## src/pkg/rtc_pkg.sv

```systemverilog
// Purpose: Shared constants and types for the low-frequency real-time counter
// Assumes: 32-bit register bus, 12-bit byte address, one word per register
// Notes:   Event vector index: 0 tick, 1 wrap, 2..5 compare channels 0..3
package rtc_pkg;

    localparam int CNT_W    = 24;
    localparam int DIV_W    = 12;
    localparam int ADDR_W   = 12;
    localparam int DATA_W   = 32;
    localparam int NUM_CMP  = 4;
    localparam int NUM_EVT  = 2 + NUM_CMP;

    // Register byte offsets
    localparam logic [ADDR_W-1:0] OFF_TASK_START  = 12'h000;
    localparam logic [ADDR_W-1:0] OFF_TASK_STOP   = 12'h004;
    localparam logic [ADDR_W-1:0] OFF_TASK_CLEAR  = 12'h008;
    localparam logic [ADDR_W-1:0] OFF_TASK_FORCE  = 12'h00c;
    localparam logic [ADDR_W-1:0] OFF_EVT_TICK    = 12'h100;
    localparam logic [ADDR_W-1:0] OFF_EVT_WRAP    = 12'h104;
    localparam logic [ADDR_W-1:0] OFF_EVT_CMP0    = 12'h140;
    localparam logic [ADDR_W-1:0] OFF_INT_SET     = 12'h304;
    localparam logic [ADDR_W-1:0] OFF_INT_CLR     = 12'h308;
    localparam logic [ADDR_W-1:0] OFF_ROUTE_EN    = 12'h340;
    localparam logic [ADDR_W-1:0] OFF_ROUTE_SET   = 12'h344;
    localparam logic [ADDR_W-1:0] OFF_ROUTE_CLR   = 12'h348;
    localparam logic [ADDR_W-1:0] OFF_COUNT       = 12'h504;
    localparam logic [ADDR_W-1:0] OFF_DIVIDE      = 12'h508;
    localparam logic [ADDR_W-1:0] OFF_CMP0        = 12'h540;
    localparam logic [ADDR_W-1:0] OFF_LF_CTRL     = 12'h600;

    // Bit positions of events in the mask and routing words
    localparam int BIT_TICK     = 0;
    localparam int BIT_WRAP     = 1;
    localparam int BIT_CMP0     = 16;

    // Values after reset and on tasks
    localparam logic [CNT_W-1:0]   COUNT_RESET   = 24'h000000;
    localparam logic [CNT_W-1:0]   COUNT_NEAR    = 24'hfffff0;
    localparam logic [CNT_W-1:0]   COUNT_MAX     = 24'hffffff;
    localparam logic [DIV_W-1:0]   DIVIDE_RESET  = 12'h000;
    localparam logic [CNT_W-1:0]   CMP_RESET     = 24'h000000;
    localparam logic [NUM_EVT-1:0] EVT_RESET     = 6'h00;

    // Bus wait after a count read
    localparam logic [1:0] READ_STALL_CYCLES = 2'h3;

    // Task slots in the pending vector
    localparam int TSK_START = 0;
    localparam int TSK_STOP  = 1;
    localparam int TSK_CLEAR = 2;
    localparam int TSK_FORCE = 3;

    typedef struct packed {
        logic [ADDR_W-1:0] addr;
        logic [DATA_W-1:0] wdata;
        logic              wr;
        logic              rd;
    } bus_req_t;

endpackage : rtc_pkg

```

## src/hdl/low_freq_realtime_counter.sv

```systemverilog
// Purpose: 24-bit real-time counter stepped by a divided low-frequency clock
// Assumes: low_freq_clock_in is a slow pin sampled by clk_sys_in (100 MHz)
// Notes:   Tasks act on a falling then rising low-frequency edge
//
// Contract
// - Keep a 24-bit count and a 12-bit divide setting.
// - Count rate is low-frequency clock divided by setting plus one.
// - Divide setting writable only while stopped; writes ignored while running.
// - Start, clear and force tasks reload the internal divider from the setting.
// - Count steps when internal divider is zero, then divider reloads.
// - Tick event on every step when routed; off after reset.
// - Force task loads the count with 0xfffff0.
// - Wrap event when count goes 0xffffff to zero, if routed; off after reset.
// - Each event has a routing enable; unrouted events request no fast clock.
// - Clear task never raises a compare event, even for compare value zero.
// - Start task never raises a compare event on an already equal value.
// - Compare event when count steps from value minus one onto the value.
// - Writing N+2 with count at N always gives an event at N+2.
// - Old compare values above N+2 give no event after a rewrite.
// - Bus count read samples the live count at read time.
// - Clear, stop and force wait for a falling then rising slow edge.
// - First step after start follows on later slow edges.
// - Force task requests the slow clock and waits for its edges.
// - Count read holds bus ready low three cycles.
// - Four compare channels, each with its own event flag.
`timescale 1ns/100ps
module low_freq_realtime_counter
    import rtc_pkg::*;
(
    // Clock, reset, enable
    input  wire logic              clk_sys_in,
    input  wire logic              arst_n_in,
    input  wire logic              clk_en_in,
    // Register bus
    input  wire bus_req_t          bus_req_in,
    output logic [DATA_W-1:0]      bus_rdata_out,
    output logic                   bus_ready_out,
    // Low-frequency clock pin and clock requests
    input  wire logic              low_freq_clock_in,
    output logic                   low_freq_clock_req_out,
    output logic                   high_freq_clock_req_out,
    // Interrupt
    output logic                   irq_out
);

    ////////////////////////////////////////////////////////////////////////////
    // Declarations

    logic [CNT_W-1:0]    counter_reg;
    logic [DIV_W-1:0]    divide_reg;
    logic [DIV_W-1:0]    internal_divider_count;
    logic [CNT_W-1:0]    compare_value [NUM_CMP];
    logic                running_reg;
    logic [3:0]          pend_reg;
    logic                fall_seen_reg;
    logic [NUM_EVT-1:0]  flag_reg;
    logic [NUM_EVT-1:0]  int_mask_reg;
    logic [NUM_EVT-1:0]  event_routing_enable;
    logic                lf_on_reg;
    logic                hf_req_reg;
    logic [DATA_W-1:0]   rdata_reg;
    logic [1:0]          stall_reg;
    logic                lf_s1_reg;
    logic                lf_s2_reg;
    logic                lf_s3_reg;
    logic                lf_rise;
    logic                lf_fall;
    logic                apply;
    logic                step;
    logic [CNT_W-1:0]    count_plus;
    logic [NUM_EVT-1:0]  evt_raw;
    logic                wr;
    logic                rd;
    logic [ADDR_W-1:0]   addr;
    logic [DATA_W-1:0]   wdata;
    logic [NUM_CMP-1:0]  cmp_hit_sel;
    logic [NUM_EVT-1:0]  evt_hit_sel;

    ////////////////////////////////////////////////////////////////////////////
    // Functions

    // Spread the event vector into its word bit positions
    function automatic logic [DATA_W-1:0] evt_to_word(input logic [NUM_EVT-1:0] e);
        logic [DATA_W-1:0] w;
        w = '0;
        w[BIT_TICK] = e[0];
        w[BIT_WRAP] = e[1];
        for (int i = 0; i < NUM_CMP; i++) begin
            w[BIT_CMP0 + i] = e[2 + i];
        end
        return w;
    endfunction : evt_to_word

    function automatic logic [NUM_EVT-1:0] word_to_evt(input logic [DATA_W-1:0] w);
        logic [NUM_EVT-1:0] e;
        e = '0;
        e[0] = w[BIT_TICK];
        e[1] = w[BIT_WRAP];
        for (int i = 0; i < NUM_CMP; i++) begin
            e[2 + i] = w[BIT_CMP0 + i];
        end
        return e;
    endfunction : word_to_evt

    // One-hot select of the event flag register at an address
    function automatic logic [NUM_EVT-1:0] evt_sel(input logic [ADDR_W-1:0] a);
        logic [NUM_EVT-1:0] s;
        s = '0;
        s[0] = (a == OFF_EVT_TICK);
        s[1] = (a == OFF_EVT_WRAP);
        for (int i = 0; i < NUM_CMP; i++) begin
            s[2 + i] = (a == OFF_EVT_CMP0 + ADDR_W'(4 * i));
        end
        return s;
    endfunction : evt_sel

    function automatic logic [NUM_CMP-1:0] cmp_sel(input logic [ADDR_W-1:0] a);
        logic [NUM_CMP-1:0] s;
        s = '0;
        for (int i = 0; i < NUM_CMP; i++) begin
            s[i] = (a == OFF_CMP0 + ADDR_W'(4 * i));
        end
        return s;
    endfunction : cmp_sel

    assign wr    = bus_req_in.wr;
    assign rd    = bus_req_in.rd;
    assign addr  = bus_req_in.addr;
    assign wdata = bus_req_in.wdata;

    // Decoded once here, since a function result cannot be indexed in place
    assign cmp_hit_sel = cmp_sel(addr);
    assign evt_hit_sel = evt_sel(addr);

    ////////////////////////////////////////////////////////////////////////////
    // Slow clock sampling; only the second and third stages feed the edge detector

    always_ff @(posedge clk_sys_in or negedge arst_n_in) begin
        if (!arst_n_in) begin
            lf_s1_reg <= 1'b0;
            lf_s2_reg <= 1'b0;
            lf_s3_reg <= 1'b0;
        end else if (clk_en_in) begin
            lf_s1_reg <= low_freq_clock_in;
            lf_s2_reg <= lf_s1_reg;
            lf_s3_reg <= lf_s2_reg;
        end
    end

    assign lf_rise = lf_s2_reg & ~lf_s3_reg;
    assign lf_fall = ~lf_s2_reg & lf_s3_reg;

    ////////////////////////////////////////////////////////////////////////////
    // Task capture and release on a fall followed by a rise

    assign apply = lf_rise & fall_seen_reg & (pend_reg != 4'h0);

    always_ff @(posedge clk_sys_in or negedge arst_n_in) begin
        if (!arst_n_in) begin
            pend_reg      <= 4'h0;
            fall_seen_reg <= 1'b0;
        end else if (clk_en_in) begin
            if (apply) begin
                fall_seen_reg <= 1'b0;
            end else if (lf_fall && pend_reg != 4'h0) begin
                fall_seen_reg <= 1'b1;
            end
            // A task written on the release edge waits for the next pair
            pend_reg[TSK_START] <= (pend_reg[TSK_START] & ~apply)
                | (wr & addr == OFF_TASK_START & wdata[0]);
            pend_reg[TSK_STOP]  <= (pend_reg[TSK_STOP] & ~apply)
                | (wr & addr == OFF_TASK_STOP & wdata[0]);
            pend_reg[TSK_CLEAR] <= (pend_reg[TSK_CLEAR] & ~apply)
                | (wr & addr == OFF_TASK_CLEAR & wdata[0]);
            pend_reg[TSK_FORCE] <= (pend_reg[TSK_FORCE] & ~apply)
                | (wr & addr == OFF_TASK_FORCE & wdata[0]);
        end
    end

    ////////////////////////////////////////////////////////////////////////////
    // Slow clock request: software bit, or a pending force task

    always_ff @(posedge clk_sys_in or negedge arst_n_in) begin
        if (!arst_n_in) begin
            lf_on_reg <= 1'b0;
        end else if (clk_en_in && wr && addr == OFF_LF_CTRL) begin
            lf_on_reg <= wdata[0];
        end
    end

    assign low_freq_clock_req_out = lf_on_reg | pend_reg[TSK_FORCE];

    ////////////////////////////////////////////////////////////////////////////
    // Run state and divide setting

    always_ff @(posedge clk_sys_in or negedge arst_n_in) begin
        if (!arst_n_in) begin
            running_reg <= 1'b0;
        end else if (clk_en_in && apply) begin
            if (pend_reg[TSK_STOP]) begin
                running_reg <= 1'b0;
            end else if (pend_reg[TSK_START]) begin
                running_reg <= 1'b1;
            end
        end
    end

    always_ff @(posedge clk_sys_in or negedge arst_n_in) begin
        if (!arst_n_in) begin
            divide_reg <= DIVIDE_RESET;
        end else if (clk_en_in && wr && addr == OFF_DIVIDE && !running_reg) begin
            divide_reg <= wdata[DIV_W-1:0];
        end
    end

    ////////////////////////////////////////////////////////////////////////////
    // Divider and counter; a task edge never also steps the count

    assign step       = lf_rise & running_reg & ~apply
                        & (internal_divider_count == DIVIDE_RESET);
    assign count_plus = counter_reg + 24'h000001;

    always_ff @(posedge clk_sys_in or negedge arst_n_in) begin
        if (!arst_n_in) begin
            internal_divider_count <= DIVIDE_RESET;
        end else if (clk_en_in) begin
            if (apply && (pend_reg[TSK_START] | pend_reg[TSK_CLEAR]
                          | pend_reg[TSK_FORCE])) begin
                internal_divider_count <= divide_reg;
            end else if (step) begin
                internal_divider_count <= divide_reg;
            end else if (lf_rise && running_reg) begin
                internal_divider_count <= internal_divider_count - 12'h001;
            end
        end
    end

    always_ff @(posedge clk_sys_in or negedge arst_n_in) begin
        if (!arst_n_in) begin
            counter_reg <= COUNT_RESET;
        end else if (clk_en_in) begin
            if (apply && pend_reg[TSK_CLEAR]) begin
                counter_reg <= COUNT_RESET;
            end else if (apply && pend_reg[TSK_FORCE]) begin
                counter_reg <= COUNT_NEAR;
            end else if (step) begin
                counter_reg <= count_plus;
            end
        end
    end

    ////////////////////////////////////////////////////////////////////////////
    // Compare channels; new values apply at once, so an old value cannot fire

    generate
        for (genvar i = 0; i < NUM_CMP; i++) begin : g_cmp
            always_ff @(posedge clk_sys_in or negedge arst_n_in) begin
                if (!arst_n_in) begin
                    compare_value[i] <= CMP_RESET;
                end else if (clk_en_in && wr && cmp_hit_sel[i]) begin
                    compare_value[i] <= wdata[CNT_W-1:0];
                end
            end
            // Only a real step matches: clear and start edges never do
            assign evt_raw[2 + i] = step & (count_plus == compare_value[i]);
        end
    endgenerate

    assign evt_raw[0] = step;
    assign evt_raw[1] = step & (counter_reg == COUNT_MAX);

    ////////////////////////////////////////////////////////////////////////////
    // Routing, mask and sticky flags; a new event wins over a clear

    always_ff @(posedge clk_sys_in or negedge arst_n_in) begin
        if (!arst_n_in) begin
            event_routing_enable <= EVT_RESET;
        end else if (clk_en_in && wr) begin
            if (addr == OFF_ROUTE_EN) begin
                event_routing_enable <= word_to_evt(wdata);
            end else if (addr == OFF_ROUTE_SET) begin
                event_routing_enable <= event_routing_enable | word_to_evt(wdata);
            end else if (addr == OFF_ROUTE_CLR) begin
                event_routing_enable <= event_routing_enable & ~word_to_evt(wdata);
            end
        end
    end

    always_ff @(posedge clk_sys_in or negedge arst_n_in) begin
        if (!arst_n_in) begin
            int_mask_reg <= EVT_RESET;
        end else if (clk_en_in && wr) begin
            if (addr == OFF_INT_SET) begin
                int_mask_reg <= int_mask_reg | word_to_evt(wdata);
            end else if (addr == OFF_INT_CLR) begin
                int_mask_reg <= int_mask_reg & ~word_to_evt(wdata);
            end
        end
    end

    always_ff @(posedge clk_sys_in or negedge arst_n_in) begin
        if (!arst_n_in) begin
            flag_reg <= EVT_RESET;
        end else if (clk_en_in) begin
            for (int i = 0; i < NUM_EVT; i++) begin
                if (evt_raw[i] && event_routing_enable[i]) begin
                    flag_reg[i] <= 1'b1;
                end else if (wr && evt_hit_sel[i]) begin
                    flag_reg[i] <= wdata[0];
                end
            end
        end
    end

    // Fast clock is wanted for one cycle after each step that raises any routed event
    always_ff @(posedge clk_sys_in or negedge arst_n_in) begin
        if (!arst_n_in) begin
            hf_req_reg <= 1'b0;
        end else if (clk_en_in) begin
            hf_req_reg <= |(evt_raw & event_routing_enable);
        end
    end

    assign high_freq_clock_req_out = hf_req_reg;
    assign irq_out                 = |(flag_reg & int_mask_reg);

    ////////////////////////////////////////////////////////////////////////////
    // Read path and count-read stall

    always_ff @(posedge clk_sys_in or negedge arst_n_in) begin
        if (!arst_n_in) begin
            rdata_reg <= '0;
        end else if (clk_en_in && rd) begin
            rdata_reg <= '0;
            if (addr == OFF_COUNT) begin
                rdata_reg <= DATA_W'(counter_reg);
            end else if (addr == OFF_DIVIDE) begin
                rdata_reg <= DATA_W'(divide_reg);
            end else if (addr == OFF_ROUTE_EN || addr == OFF_ROUTE_SET
                         || addr == OFF_ROUTE_CLR) begin
                rdata_reg <= evt_to_word(event_routing_enable);
            end else if (addr == OFF_INT_SET || addr == OFF_INT_CLR) begin
                rdata_reg <= evt_to_word(int_mask_reg);
            end else if (addr == OFF_LF_CTRL) begin
                rdata_reg <= {30'h00000000, running_reg, lf_on_reg};
            end else if (|evt_sel(addr)) begin
                rdata_reg <= DATA_W'(|(evt_sel(addr) & flag_reg));
            end else begin
                for (int i = 0; i < NUM_CMP; i++) begin
                    if (cmp_hit_sel[i]) begin
                        rdata_reg <= DATA_W'(compare_value[i]);
                    end
                end
            end
        end
    end

    // Ready is advisory here: data still arrive in the next cycle
    always_ff @(posedge clk_sys_in or negedge arst_n_in) begin
        if (!arst_n_in) begin
            stall_reg <= 2'h0;
        end else if (clk_en_in) begin
            if (rd && addr == OFF_COUNT) begin
                stall_reg <= READ_STALL_CYCLES;
            end else if (stall_reg != 2'h0) begin
                stall_reg <= stall_reg - 2'h1;
            end
        end
    end

    assign bus_rdata_out = rdata_reg;
    assign bus_ready_out = (stall_reg == 2'h0);
endmodule : low_freq_realtime_counter

```

## config.mk

```make
export PLATFORM = sky130hd
export DESIGN_NAME = low_freq_realtime_counter
export DESIGN_NICKNAME = d
export VERILOG_FILES = /design/src/pkg/rtc_pkg.sv /design/src/hdl/low_freq_realtime_counter.sv
export SDC_FILE = /design/constraint.sdc
export NUM_CORES = 1
export LEC_CHECK = 0
export BUFFER_PORTS_ARGS = -buffer_cell sky130_fd_sc_hd__buf_2
export CAP_MARGIN = 25
export CORE_UTILIZATION = 52
export DETAILED_ROUTE_END_ITERATION = 8
export GPL_TIMING_DRIVEN = 0
export PLACE_DENSITY = 0.69
export SETUP_SLACK_MARGIN = 0.2
export SLEW_MARGIN = 10
export SYNTH_ARGS = -nofsm -noshare
export SYNTH_HDL_FRONTEND = slang
export SYNTH_SLANG_ARGS = --single-unit
```

## constraint.sdc

```tcl
create_clock -name clk_sys_in -period 3.7 [get_ports clk_sys_in]
set_clock_uncertainty 0.2 [all_clocks]
set_input_delay 0.185 -clock clk_sys_in [delete_from_list [all_inputs] [get_ports clk_sys_in]]
set_output_delay 0.185 -clock clk_sys_in [all_outputs]
set_load 0.05 [all_outputs]
```

# Word level (Yosys, flattened, before mapping)
# Cells that the tools add are included.
# word_totals
regBits	207
latch_bits	0
ramBits	0
rom_bits	0
inputBits	50
out_inout_bits	36
wordCells	202
memories	0
# op_classes
addsub	3
n_mul	0
n_div	0
n_lt_le_gt_ge	0
eq_ne	26
n_shift	0
muxes	39
n_bitwise	42
reduce_logical	67
# op_table
cell	n
32-bit two-way mux	9
24-bit == test	4
24-bit two-way mux	4
12-bit by 11-bit == test with 1-bit output, second input constant	7
12-bit by 9-bit == test with 1-bit output, second input constant	6
12-bit by 10-bit == test with 1-bit output, second input constant	5
12-bit two-way mux	3
6-bit bitwise AND	5
6-bit two-way mux	5
1-bit logical AND	28
2-bit AND reduction	13
24-bit by 1-bit adder with 24-bit output, second input constant	1
1-bit bitwise AND	24
12-bit by 4-bit == test with 1-bit output, second input constant	2
24-bit == test, second input constant	1
12-bit logical NOT	2
6-bit OR reduction	4
2-bit nonzero test	11
1-bit two-way mux	16
12-bit by 3-bit == test with 1-bit output, second input constant	1
6-bit bitwise OR	2
12-bit by 1-bit subtractor with 12-bit output, second input constant	1
3-bit nonzero test	3
1-bit bitwise OR	7
8 further kinds	13

# Logic depth before layout (Yosys ltp)
# depth
ltp_word	11
ltp_mapped	11
depth_no_buf	10

# Worst setup path before layout
# No wires, ideal clock.
# synth_timing
path_kind	register to register
start	register counter_reg[12]
end	register hf_req_reg (netlist: high_freq_clock_req_out)
setup_ns	0.084
arrival_time_ns	2.944
t_required_ns	3.416
setup_slack_ns	0.472
stages_incl_launch_ff	11
n_path_buf	2
period_less_slack_ns	3.228
path_cell_list	dfrtp_1 buf_4 nand4_2 or3_1 buf_4 or3_4 xor2_4 xnor2_1 or4_1 or4_4 a41oi_2
# synth_between
elab_chain_len	5
elab_cells_between_ends	13
cone_classes	add/sub (1); eq/ne (5); bitwise (6); reduce/logical (1)
# synth_lines
element	line	source
start, declared	low_freq_realtime_counter.sv:49	logic [CNT_W-1:0] counter_reg;
start signal, assigned	low_freq_realtime_counter.sv:247	counter_reg <= count_plus;
24-bit by 1-bit adder with 24-bit output	low_freq_realtime_counter.sv:221	assign count_plus = counter_reg + 24'h000001;
24-bit == test	low_freq_realtime_counter.sv:265	assign evt_raw[2 + i] = step & (count_plus == compare_value[i]);
1-bit bitwise AND	low_freq_realtime_counter.sv:265	
6-bit bitwise AND *	low_freq_realtime_counter.sv:320	hf_req_reg <= |(evt_raw & event_routing_enable);
6-bit OR reduction *	low_freq_realtime_counter.sv:320	
end signal, assigned	low_freq_realtime_counter.sv:320	
end, declared	low_freq_realtime_counter.sv:60	logic hf_req_reg;
# Every way passes the cells marked *; elsewhere a longest branch is shown, timed or not.
# A chain may end at the register's enable or synchronous reset.

# Worst setup path after layout
# layout_timing
start	register counter_reg[7]
end	register hf_req_reg (netlist: high_freq_clock_req_out)
# The elaborated chain is that of the path after synthesis.

==> results.cfg <==
[status]
status = complete, no violations

[logic_synthesis]
async_flop_share_pct = 100
avgSynthCellArea_um2 = 10.0
synth_fa_ha_area_share_pct = 0.313
synthSimpleGateAreaFrac_pct = 16.5
synth.largest_area_cell = dfrtp_1
synth-xor-area-share_pct = 8.65
synthMuxAreaShare_pct = 11.5
syn_inst = 1196
synth_top_area_share_pct = 41.5
synth.ff_latch_count = 199
syn_area_um2 = 12000
synth_ff_type = dfrtp_1
synth-seq-area-share_pct = 41.5
synth_area_leaders = dfrtp_1 (42%), mux2_2 (11%), o21ai_0 (4.6%)
synth_edf_count = 0
synth_top_family_by_area = compound AO/OA/AOI/OAI gates
yosys_warnings = 0
synthDistinctLibCells = 83
synth-compound-area-share_pct = 17.2

[drt]
vias = 10800
routedWlPerCell_um = 25.9
wl_mm = 42.6
drt-initial-drc-count = 1265
drc = 0
dr.pass1.iters = 6
drtAntennaViolNets = 0
via_per_inst = 6.57

[global_routing]
overflow = 0
groute.usage.overall_pct = 36.7
grt_max_degree = 111
grt_pass1_wl_mm = 63.8
antenna_found_initial = 0
grt_pass1_vias = 10100

[clocking]
clock_sinks = 199
cts_buffers = 17
cts_tree = done
clock_path_buffers = 2
htreeDepth = 4
clk_latency_ns = 0.45
cts.clk_slew.worst_paths_ns = 0.08
root_buffer = clkbuf_16

[power]
power_density_nw_per_um2 = 326
totalPowerFinal_mw = 4.60
leakage_nw = 6.27
ir_worst_vdd_mv = 0.285

[sta]
fin_crit_ns = 3.45
fmaxAchievable_mhz = 290
drv_slew = 0
rsz0062_at_grt = no
finalSetupViolCount = 0
tns_ns = 0
max_slew_margin_pct = 31.0
tightest_slew_ns = 1.03
hold_viol_final = 0
timing.final.crit_share_pct = 93.1
hold_ws_ns = 0.0756

[die]
die_h_um = 154
dieArea_um2 = 23700
fp-row-count = 55
coreArea_um2 = 22600
initial_core_util_pct = 53.0
ios = 86
fp.dieW_um = 154

[place]
place_congestion = 1.02
place_hpwl_mm = 31.0
port_buffers = 68
place_area_um2 = 12800

[worst_hold_path]
hold_path_class = input port to async pin

[critical_path]
crit_path_start_kind = register
worst-r2r-setup-slack_ns = 0.25
crit_path_max_fanout = 9
arrival_ns = 3.62
cp.required_ns = 3.87
worst_setup_path_end_kind = register
critPathKind = register to register

[cells_and_area]
largest_reg_flops = 96
mostFrequentLayoutCells = dfrtp_1 (196), mux2_2 (115), o21ai_0 (110)
post_route_cells_drive_above_1_share_pct = 25.4
final_nets = 1403
area_growth_pct = 17.6
mostFrequentLayoutCell = dfrtp_1
antennaDiodeCount = 0
design_area_um2 = 14100

[job]
maxCapViolCount = 0
-- synthesized netlist by cell type, drive strengths merged (10+ instances only) --
master	count
dfrtp	199
mux2	115
o21ai	113
nand2	95
xnor2	59
nor2	58
a21oi	43
buf	43
clkbuf	41
a22oi	37
nand3	35
nor3	32
nand4	28
xor2	28
inv	24
nor4	24
a22o	23
a31oi	21
and3	18
a222oi	13
nor3b	10
or3	10
xnor3	10
-- repair_timing --
action	CTS	global route
gates resized for setup	25	34
endpoints found under the hold margin	211	0
buffers inserted	8	20
pin swaps	5	9
hold buffers	30	0
endpoints found under the setup margin	27	46
-- cell families after synthesis --
kind of cell             count (synthesis)
AND/OR/NAND/NOR                        351
AO/OA/AOI/OAI                          313
flip-flops                             199
multiplexers                           123
buffers and inverters                  108
XOR/XNOR                                98
adder cells (fa/ha/maj)                  3
other                                    1
-- path summary, 6_finish.rpt --
kind / to / start / depth (start not counted)
min: stall_reg[0] / arst_n_in / 2
max reg2reg: high_freq_clock_req_out / counter_reg[7] / 10
max: high_freq_clock_req_out / counter_reg[7] / 10
min reg2reg: bus_rdata_out[3] / bus_rdata_out[3] / 2
min in group clk_sys_in: pend_reg[0] / bus_req_in[37] / 3
max in group asynchronous: counter_reg[9] / arst_n_in / 3
-- worst max-delay path, cell delays in order, from the launching register on --
cell and delay [ns]:
dfrtp_1 0.35, buf_6 0.15, nand3_4 0.11, or3_1 0.32
buf_4 0.18, or3_4 0.45, xor2_4 0.18, xnor2_2 0.16
or4_1 0.43, or4_4 0.61, a41oi_2 0.21
-- area by class of cell --
cell class	count	area, um2
well taps	285	357
fillers	1933	8530
inverters	24	93.8
multi-input cells	896	6740
flip-flops and latches	199	4980
repair buffers	128	896
plain buffers	84	443
clock buffers	18	439
clock inverters	12	161
-- power breakdown --
group	switching, mW	internal (mW)
clock	0.951	1.04
sequential	0.0260	2.21
combinational	0.258	0.119
-- per-layer routing --
metal	share of wire (%)	track usage [%]	up-vias	wire, um
met5	0	0	-	0
met2	45	56.4	582	19200
met1	42	50.9	5346	17800
met3	8.5	6.76	131	3620
met4	4.6	15.3	0	1950
li1	-	-	4754	-
-- through the flow --
stage / setup slack [ns] / utilization [%] / cells
finish: 0.254 / 62.3 / 1646
global route: 0.184 / 62.3 / 1646
CTS: 0.209 / 61.1 / 1625
detailed placement: -0.634 / 56.4 / 1557
global placement: -1.16 / 56.2 / 1556
floorplan: 0.472 / - / 1203
Power figures use the tool's default switching activity.
